--- config.mk ---
export PLATFORM = sky130hd
export DESIGN_NAME = bwt_bridge_xlate
export DESIGN_NICKNAME = d
export VERILOG_FILES = /design/src/bwt_pkg.sv /design/src/bwt_bridge_xlate.sv /design/src/bwt_window.sv
export SDC_FILE = /design/constraint.sdc
export NUM_CORES = 1
export LEC_CHECK = 0
export ABC_AREA = 1
export ABC_CLOCK_PERIOD_IN_PS = 1500
export BUFFER_PORTS_ARGS = -buffer_cell sky130_fd_sc_hd__buf_2
export CELL_PAD_IN_SITES_DETAIL_PLACEMENT = 1
export CELL_PAD_IN_SITES_GLOBAL_PLACEMENT = 1
export CORE_ASPECT_RATIO = 1.1
export CORE_MARGIN = 2
export CORE_UTILIZATION = 37
export CTS_CLUSTER_SIZE = 28
export DETAILED_ROUTE_END_ITERATION = 16
export GPL_TIMING_DRIVEN = 0
export PLACE_DENSITY_LB_ADDON = 0.1
export SYNTH_ARGS = -nofsm -noshare
export SYNTH_HDL_FRONTEND = slang
export SYNTH_SLANG_ARGS = --single-unit
--- constraint.sdc ---
create_clock -name sys_clk -period 1.5 [get_ports sys_clk]
set_input_delay 0.225 -clock sys_clk [delete_from_list [all_inputs] [get_ports sys_clk]]
set_output_delay 0.225 -clock sys_clk [all_outputs]
set_load 0.05 [all_outputs]
--- src/bwt_pkg.sv ---
package bwt_pkg;
   // bus and window geometry
   localparam int          ADDR_W            = 32;
   localparam int          OUT_WIN_MAX       = 6;
   localparam int          IN_WIN_MAX        = 3;
   localparam int          REG_ADDR_W        = 8;
   localparam int          GNT_HOLD_CYCLES   = 2;

   // register offsets (byte addresses)
   localparam logic [7:0]  REG_STATUS        = 8'h00;
   localparam logic [7:0]  REG_CONTROL       = 8'h04;
   localparam logic [7:0]  REG_OUT_VEC0      = 8'h10;
   localparam logic [7:0]  REG_IN_BASE0      = 8'h30;

   // field positions
   localparam int          STATUS_CFG_BIT    = 0;
   localparam int          STATUS_BUSY_BIT   = 1;
   localparam int          STATUS_GNT_BIT    = 2;
   localparam int          CONTROL_EN_BIT    = 0;

   // reset and default values
   localparam logic [31:0] OUT_BASE_RST      = 32'hFFFFFFFF;
   localparam logic [31:0] OUT_HIGH_RST      = 32'h00000000;
   localparam logic [31:0] OUT_VEC_RST       = 32'hFFFFFFFF;
   localparam logic        OUT_SPACE_MEM     = 1'h1;
   localparam logic [31:0] IN_VEC_RST        = 32'hFFFFFFFF;
   localparam logic [31:0] IN_BASE_RST       = 32'h00000000;
   localparam int          IN_LEN_RST        = 16;
   localparam logic [31:0] CONTROL_RST       = 32'h00000001;

   // outbound sequencer states
   typedef enum logic [0:0] {
      BWT_IDLE     = 1'b0,
      BWT_WAIT_GNT = 1'b1
   } bwt_state_t;

   // mask of the leading bits that base and high address share
   function automatic logic [31:0] bwt_common_mask(input logic [31:0] base,
                                                   input logic [31:0] high);
      logic [31:0] m;
      logic        same;
      m    = 32'h00000000;
      same = 1'b1;
      for (int i = 31; i >= 0; i--) begin
         same = same && (base[i] == high[i]);
         m[i] = same;
      end
      return m;
   endfunction : bwt_common_mask

   // mask of the bits above a 2**len window
   function automatic logic [31:0] bwt_len_mask(input int len);
      logic [31:0] m;
      m = 32'h00000000;
      for (int i = 0; i < 32; i++) begin
         m[i] = (i >= len);
      end
      return m;
   endfunction : bwt_len_mask
endpackage : bwt_pkg

--- src/bwt_bridge_xlate.sv ---
// Summary of operation
// no PCI transaction starts until the PCI core reports it is configured.
// arbiter holds grant two consecutive PCI clocks before the bridge starts.
// up to six local-bus windows map to PCI, each with own settings.
// up to three PCI base windows map to local bus, power-of-two length.
// inbound windows claim PCI memory space only, never I/O.
// outbound replaces the leading bits that base and high address share.
// inbound replaces bus width minus length exponent high bits.
// all bits below the replaced field pass through unchanged.
// build option picks outbound vector from parameter or per-window register.
// inbound vector comes only from a build-time parameter.
// translation exists only in builds with data FIFOs.
// outbound ignores inbound settings and inbound ignores outbound settings.
// translation vector bits below the replaced field are ignored.
// address hits a window when its replaced field equals the base.
// outbound window count one to six, window 0 always present.
// space type 0 selects I/O, 1 memory; memory is default.
// I/O commands only for accesses hitting an I/O-designated window.
//
// Implementation choices: the plain strobed port and the placing of the registers.
module bwt_bridge_xlate #(
   parameter int                         outbound_window_count        = bwt_pkg::OUT_WIN_MAX,
   parameter int                         inbound_window_count         = bwt_pkg::IN_WIN_MAX,
   parameter bit                         include_fifos                = 1'b1,
   parameter bit                         use_runtime_offset_register  = 1'b0,
   parameter logic [5:0][31:0]           outbound_window_base         = {6{bwt_pkg::OUT_BASE_RST}},
   parameter logic [5:0][31:0]           outbound_window_high         = {6{bwt_pkg::OUT_HIGH_RST}},
   parameter logic [5:0][31:0]           outbound_translation_vector  = {6{bwt_pkg::OUT_VEC_RST}},
   parameter logic [5:0]                 outbound_window_space_type   = {6{bwt_pkg::OUT_SPACE_MEM}},
   parameter int                         inbound_window_length_exponent [3] =
                                            '{bwt_pkg::IN_LEN_RST, bwt_pkg::IN_LEN_RST,
                                              bwt_pkg::IN_LEN_RST},
   parameter logic [2:0][31:0]           inbound_translation_vector   = {3{bwt_pkg::IN_VEC_RST}}
) (
   input  wire logic        sys_clk,
   input  wire logic        rst_n,
   // register port
   input  wire logic [7:0]  reg_addr,
   input  wire logic [31:0] reg_wdata,
   input  wire logic        reg_wr,
   input  wire logic        reg_rd,
   output logic [31:0]      reg_rdata,
   // PCI core state and arbiter pin
   input  wire logic        cfg_done,
   input  wire logic        gnt_n,
   // outbound: local-bus master request
   input  wire logic        lb_req,
   input  wire logic [31:0] lb_addr,
   output logic             lb_miss,
   output logic             pci_req_n,
   output logic             pci_start,
   output logic [31:0]      pci_addr,
   output logic             pci_io,
   // inbound: PCI initiator address phase
   input  wire logic        pci_in_req,
   input  wire logic [31:0] pci_in_addr,
   input  wire logic        pci_in_is_io,
   output logic             lb_out_valid,
   output logic [31:0]      lb_out_addr,
   output logic [1:0]       lb_out_win,
   output logic             pci_in_claim
);
   // build sanity
   if (outbound_window_count < 1 || outbound_window_count > bwt_pkg::OUT_WIN_MAX) begin : g_chk_out
      $error("outbound window count must be 1 to 6");
   end
   if (inbound_window_count < 1 || inbound_window_count > bwt_pkg::IN_WIN_MAX) begin : g_chk_in
      $error("inbound window count must be 1 to 3");
   end
   for (genvar c = 0; c < bwt_pkg::IN_WIN_MAX; c++) begin : g_chk_len
      if (inbound_window_length_exponent[c] < 1 ||
          inbound_window_length_exponent[c] > bwt_pkg::ADDR_W) begin : g_bad
         $error("inbound length exponent out of range");
      end
   end

   bwt_pkg::bwt_state_t st;
   logic [5:0][31:0]    out_vec_reg;
   logic [2:0][31:0]    in_base_reg;
   logic [31:0]         control;
   logic                gnt_meta;
   logic                gnt_low_s;
   logic                gnt_cnt;
   logic [2:0]          out_win;
   logic [31:0]         lb_addr_q;
   logic [31:0]         in_addr_q;
   logic [5:0]          out_hit;
   logic [5:0][31:0]    out_x;
   logic [5:0][31:0]    out_vec;
   logic [5:0][31:0]    out_mask;
   logic [2:0]          in_hit;
   logic [2:0][31:0]    in_x;
   logic [2:0][31:0]    in_mask;
   logic                out_any;
   logic [2:0]          out_sel;
   logic                in_any;
   logic [1:0]          in_sel;
   logic                out_ok;

   // outbound windows see only outbound settings
   for (genvar n = 0; n < bwt_pkg::OUT_WIN_MAX; n++) begin : g_out
      assign out_mask[n] = bwt_pkg::bwt_common_mask(outbound_window_base[n],
                                                     outbound_window_high[n]);
      assign out_vec[n]  = use_runtime_offset_register ? out_vec_reg[n]
                                                       : outbound_translation_vector[n];
      bwt_window #(
         .MASK    (bwt_pkg::bwt_common_mask(outbound_window_base[n],
                                            outbound_window_high[n])),
         .PRESENT (n < outbound_window_count)
      ) u_win (
         .addr  (lb_addr),
         .base  (outbound_window_base[n]),
         .vec   (out_vec[n]),
         .hit   (out_hit[n]),
         .xaddr (out_x[n])
      );
   end

   // inbound windows see only inbound settings; vector fixed at build
   for (genvar m = 0; m < bwt_pkg::IN_WIN_MAX; m++) begin : g_in
      assign in_mask[m] = bwt_pkg::bwt_len_mask(inbound_window_length_exponent[m]);
      bwt_window #(
         .MASK    (bwt_pkg::bwt_len_mask(inbound_window_length_exponent[m])),
         .PRESENT (m < inbound_window_count)
      ) u_win (
         .addr  (pci_in_addr),
         .base  (in_base_reg[m]),
         .vec   (inbound_translation_vector[m]),
         .hit   (in_hit[m]),
         .xaddr (in_x[m])
      );
   end

   // lowest index wins where windows overlap
   always_comb begin
      out_any = 1'b0;
      out_sel = 3'h0;
      for (int i = bwt_pkg::OUT_WIN_MAX - 1; i >= 0; i--) begin
         if (out_hit[i]) begin
            out_any = 1'b1;
            out_sel = 3'(i);
         end
      end
   end

   always_comb begin
      in_any = 1'b0;
      in_sel = 2'h0;
      for (int i = bwt_pkg::IN_WIN_MAX - 1; i >= 0; i--) begin
         if (in_hit[i]) begin
            in_any = 1'b1;
            in_sel = 2'(i);
         end
      end
   end

   // grant is a pin: two flops before anyone looks at it
   always_ff @(posedge sys_clk) begin
      if (!rst_n) begin
         gnt_meta  <= 1'b0;
         gnt_low_s <= 1'b0;
      end else begin
         gnt_meta  <= ~gnt_n;
         gnt_low_s <= gnt_meta;
      end
   end

   // a request is accepted only when configured and software enabled
   assign out_ok = cfg_done && control[bwt_pkg::CONTROL_EN_BIT];

   // outbound sequencer: capture, request bus, start after held grant
   always_ff @(posedge sys_clk) begin
      if (!rst_n) begin
         st        <= bwt_pkg::BWT_IDLE;
         gnt_cnt   <= 1'b0;
         pci_req_n <= 1'b1;
         pci_start <= 1'b0;
         lb_miss   <= 1'b0;
         pci_addr  <= 32'h00000000;
         pci_io    <= 1'b0;
         out_win   <= 3'h0;
         lb_addr_q <= 32'h00000000;
      end else begin
         pci_start <= 1'b0;
         lb_miss   <= 1'b0;
         case (st)
            bwt_pkg::BWT_IDLE: begin
               gnt_cnt <= 1'b0;
               if (lb_req) begin
                  if (!include_fifos && out_ok) begin
                     // no FIFO build: address goes through untouched
                     pci_addr  <= lb_addr;
                     pci_io    <= 1'b0;
                     out_win   <= 3'h0;
                     lb_addr_q <= lb_addr;
                     pci_req_n <= 1'b0;
                     st        <= bwt_pkg::BWT_WAIT_GNT;
                  end else if (out_any && out_ok) begin
                     pci_addr  <= out_x[out_sel];
                     pci_io    <= ~outbound_window_space_type[out_sel];
                     out_win   <= out_sel;
                     lb_addr_q <= lb_addr;
                     pci_req_n <= 1'b0;
                     st        <= bwt_pkg::BWT_WAIT_GNT;
                  end else begin
                     lb_miss <= 1'b1;
                  end
               end
            end
            bwt_pkg::BWT_WAIT_GNT: begin
               if (!cfg_done) begin
                  // core lost its configuration: drop the request
                  pci_req_n <= 1'b1;
                  st        <= bwt_pkg::BWT_IDLE;
               end else if (gnt_low_s && gnt_cnt) begin
                  // second consecutive grant sample
                  pci_start <= 1'b1;
                  pci_req_n <= 1'b1;
                  gnt_cnt   <= 1'b0;
                  st        <= bwt_pkg::BWT_IDLE;
               end else begin
                  gnt_cnt <= gnt_low_s;
               end
            end
            default: begin
               st        <= bwt_pkg::BWT_IDLE;
               pci_req_n <= 1'b1;
            end
         endcase
      end
   end

   // inbound: claim memory accesses that hit a window, one cycle later
   always_ff @(posedge sys_clk) begin
      if (!rst_n) begin
         lb_out_valid <= 1'b0;
         lb_out_addr  <= 32'h00000000;
         lb_out_win   <= 2'h0;
         pci_in_claim <= 1'b0;
         in_addr_q    <= 32'h00000000;
      end else begin
         lb_out_valid <= 1'b0;
         pci_in_claim <= 1'b0;
         if (pci_in_req && !pci_in_is_io && in_any) begin
            lb_out_valid <= 1'b1;
            pci_in_claim <= 1'b1;
            lb_out_addr  <= include_fifos ? in_x[in_sel] : pci_in_addr;
            lb_out_win   <= in_sel;
            in_addr_q    <= pci_in_addr;
         end
      end
   end

   // register writes; control and vectors steer translation
   always_ff @(posedge sys_clk) begin
      if (!rst_n) begin
         control     <= bwt_pkg::CONTROL_RST;
         out_vec_reg <= {6{bwt_pkg::OUT_VEC_RST}};
         in_base_reg <= {3{bwt_pkg::IN_BASE_RST}};
      end else if (reg_wr) begin
         if (reg_addr == bwt_pkg::REG_CONTROL) begin
            control <= {31'h00000000, reg_wdata[bwt_pkg::CONTROL_EN_BIT]};
         end
         for (int i = 0; i < bwt_pkg::OUT_WIN_MAX; i++) begin
            if (reg_addr == bwt_pkg::REG_OUT_VEC0 + 8'(4 * i)) begin
               out_vec_reg[i] <= reg_wdata;
            end
         end
         // host-assigned bases, written by the configuration path
         for (int i = 0; i < bwt_pkg::IN_WIN_MAX; i++) begin
            if (reg_addr == bwt_pkg::REG_IN_BASE0 + 8'(4 * i)) begin
               in_base_reg[i] <= reg_wdata;
            end
         end
      end
   end

   // read data one cycle after the strobe, zero elsewhere
   always_ff @(posedge sys_clk) begin
      if (!rst_n) begin
         reg_rdata <= 32'h00000000;
      end else begin
         reg_rdata <= 32'h00000000;
         if (reg_rd) begin
            if (reg_addr == bwt_pkg::REG_STATUS) begin
               reg_rdata[bwt_pkg::STATUS_CFG_BIT]  <= cfg_done;
               reg_rdata[bwt_pkg::STATUS_BUSY_BIT] <= (st == bwt_pkg::BWT_WAIT_GNT);
               reg_rdata[bwt_pkg::STATUS_GNT_BIT]  <= gnt_low_s;
            end
            if (reg_addr == bwt_pkg::REG_CONTROL) begin
               reg_rdata <= control;
            end
            for (int i = 0; i < bwt_pkg::OUT_WIN_MAX; i++) begin
               if (reg_addr == bwt_pkg::REG_OUT_VEC0 + 8'(4 * i)) begin
                  reg_rdata <= out_vec_reg[i];
               end
            end
            for (int i = 0; i < bwt_pkg::IN_WIN_MAX; i++) begin
               if (reg_addr == bwt_pkg::REG_IN_BASE0 + 8'(4 * i)) begin
                  reg_rdata <= in_base_reg[i];
               end
            end
         end
      end
   end
endmodule : bwt_bridge_xlate

--- src/bwt_window.sv ---
// one window: match on the replaced field, substitute it, pass the rest
module bwt_window #(
   parameter logic [31:0] MASK    = 32'h00000000,
   parameter bit          PRESENT = 1'b1
) (
   input  wire logic [31:0] addr,
   input  wire logic [31:0] base,
   input  wire logic [31:0] vec,
   output logic             hit,
   output logic [31:0]      xaddr
);
   // match only on the replaced high field
   assign hit   = PRESENT && (((addr ^ base) & MASK) == 32'h00000000);
   // vector bits under the field are dropped, address bits under it kept
   assign xaddr = (vec & MASK) | (addr & ~MASK);
endmodule : bwt_window

==> metrics.yaml <==
status:
  outcome: "finished, violations left"
  failed_checks: "negative setup slack"
timing:
  fin_crit_ns: 1.741
  worst_pin_slew_ns: 1.051
  holdWs_ns: 0.07922
  setup_viol: 35
  relSlewSlack_pct: 29.95
  hold_viol_final: 0
  grt_setup_unrepaired: "true"
  finalCritPeriodShare_pct: 116.1
  finalClockSkew_ns: 0.01890
  fmax_mhz: 574.3
  maxSlewViolCount: 0
  fin_ws_ns: -0.2413
drt:
  post-route-drc-count: 0
  wl_mm: 65.22
  drtIter0Drc: 910
  wire_per_inst_um: 20.57
  ant_nets: 0
  vias: 16400
  avgViaCountPerCell: 5.173
  dr.pass1.iters: 5
placed_design:
  place_congestion: 0.8387
  port-buffer-count: 181
  dp_hpwl_mm: 46.44
  detailed_place.area_mm2: 0.01759
setup_path:
  end_kind: "register"
  worstSetupPathType: "reg2reg"
  path_cells: "nand2_1 -> o21ai_0 -> nor2_2 -> nand2_1 -> nor3_4 -> nand3_4 -> nand2_8 -> buf_6 -> nand2_1 -> nand2_1 -> nor2_1"
  reg2reg_to: "lb_out_addr[6]"
  path_common_cell: "nand2_1"
  start_kind: "register"
  worstPathArrival_ns: 2.22
  critPathRequiredTime_ns: 1.97
  r2r-start: "in_base_reg[88]"
  path_max_fanout: 7
  cp_slowest_cell: "dfxtp_2"
  rrSetupSlack_ns: -0.24
  r2r_cells: 11
  max_stage_delay_ns: 0.33
floorplan:
  die_area_mm2: 0.04485
  boundaryPins: 217
  start_util_pct: 37.58
  num_rows: 79
  fp.coreArea_mm2: 0.04250
  die_h_um: 221.9
  die_width_um: 202.1
synthesis:
  yosysWarningCount: 0
  synth.avg_cell_area_um2: 7.025
  yosysSeqAreaShare_pct: 47.62
  yosys-top-cells-area: "dfxtp_1, nand2_1, nand3_1, nor2_1, o21ai_0"
  synth_top_area_cell: "dfxtp_1"
  synth_flop_cell: "dfxtp_1"
  ys_ff_latch: 380
  synth_area_mm2: 0.01597
  async_flop_share_pct: 0
  synth_cells: 2274
  synth_edf_count: 0
  yosysUniqueCellTypes: 31
  synth_top_area_share_pct: 47.62
  synth_nets: 2387
run:
  maxCapViolCount: 0
power:
  p_leak_nw: 9.473
  finalPower_w: 0.02182
  vdd_ir_drop_max_uv: 784.6
  p_per_area_mw_per_mm2: 1074
clock_tree:
  cts_tree: "done"
  clk_path_buf_depth: 3
  path_clk_slew_ns: 0.06
  cts_root_buf: "clkbuf_16"
  insertion_delay_ns: 0.58
  clock_sinks: 380
  cts_buffers: 44
  htree_levels: 2
global_route:
  antenna_found_initial: 2
  grt_pass1_vias: 16880
  grt-ovfl-total: 0
  grt_first_pass_wirelength_mm: 97.08
  grt_usage_pct: 28.14
  grt_max_degree: 12
hold_path:
  holdPathEnd: "in_base_reg[66]"
  min_path_cells: 3
  hp-start: "reg_wr"
  hold_class: "in2reg"
finish:
  layout_commonest_cell: "nand2_1"
  post_route_cells_drive_above_1_share_pct: 18.18
  syn_to_final_growth_pct: 27.16
  final_util_pct: 47.79
  fin_area_mm2: 0.02031
  layout.nets: 2692
  mostFrequentLayoutCells: "nand2_1, dfxtp_1, nor2_1, nand3_1, buf_2"
  n_fill_cell: 5406
  largest_register_ffs: 192
## per-layer routing
metal	share of wire, %	wire, µm	global-route usage, %	vias up
met5	0	0	0	-
met2	50	32750	49.71	356
li1	-	-	-	7833
met1	43	28200	35.73	8091
met4	2.9	1906	8.406	0
met3	3.6	2355	3.542	118
## layout make-up
class / count / area, µm² / area share (%)
Buffer: 182 / 1025 / 5.045
Clock buffer: 66 / 1255 / 6.178
Multi-Input combinational cell: 1563 / 7229 / 35.59
Timing Repair Buffer: 261 / 1886 / 9.283
Antenna cell: 1 / 2.502 / 0.01232
Inverter: 147 / 556.8 / 2.741
Tap cell: 567 / 709.4 / 3.493
Clock inverter: 3 / 18.77 / 0.09240
Sequential cell: 380 / 7630 / 37.56
## worst max path at each step
stage                     slack [ns]             from          endpoint
after floorplan                 0.05           reg_wr  out_vec_reg[149]
after global placement         -0.99      reg_addr[7]     reg_rdata[11]
after detailed placement       -0.95      reg_addr[7]     reg_rdata[11]
after CTS                      -0.16  in_base_reg[91]   lb_out_addr[10]
after global routing           -0.30  in_base_reg[60]    lb_out_addr[6]
final                          -0.24  in_base_reg[88]    lb_out_addr[6]
## logic make-up after synthesis
kind of cell | share of synthesized area, %
compound gates | 10.32
xor+xnor | 1.864
buf+inv | 8.835
flops | 47.62
other cells | 0.02348
simple gates | 31.34
## synthesized netlist by cell type (3+ instances only)
master,n
o21ai_0,174
buf_1,3
buf_4,24
nor2_1,257
xor2_1,16
nand2_1,647
nand3b_1,5
nand4_1,32
clkbuf_1,109
nor2_4,6
a21oi_1,118
nor3_1,8
o211ai_1,8
buf_2,43
nand3_1,240
xnor2_1,18
dfxtp_1,380
buf_6,3
nand2_2,5
inv_2,17
o21ai_1,20
inv_1,129
## repair_timing
action                     4_1_cts  5_1_grt
hold buffers                    52        0
setup endpoints to repair      226      226
pin swaps                        9       28
gates cloned                     2        2
buffers inserted                 7       17
resized for setup              118      135
hold endpoints to repair        54        0
## power breakdown
group	internal, W	switching [W]	total (W)	leakage [nW]
sequential	0.0102	0.0000493	0.0102	3.08
clock	0.00571	0.00431	0.0100	0.622
combinational	0.000435	0.00113	0.00157	5.77
## worst max-delay path, delay by kind of cell (launching register included)
kind	cells	cell delay, ns
AOI/OAI and AO/OA	1	0.13
buffers and inverters	1	0.15
DFF	1	0.33
and+or+nand+nor	9	1.02
## through the flow
step | setup TNS [ns] | std cells | setup WS [ns]
finish | -4.608 | 3170 | -0.2413
detailed placement | -201.52 | 3022 | -0.9525
global placement | -185.75 | 3022 | -0.9855
global route | -6.613 | 3170 | -0.2996
CTS | -3.575 | 3152 | -0.1581
floorplan | 0 | 2274 | 0.04509
Note: power is estimated with default switching activity, not from simulation.
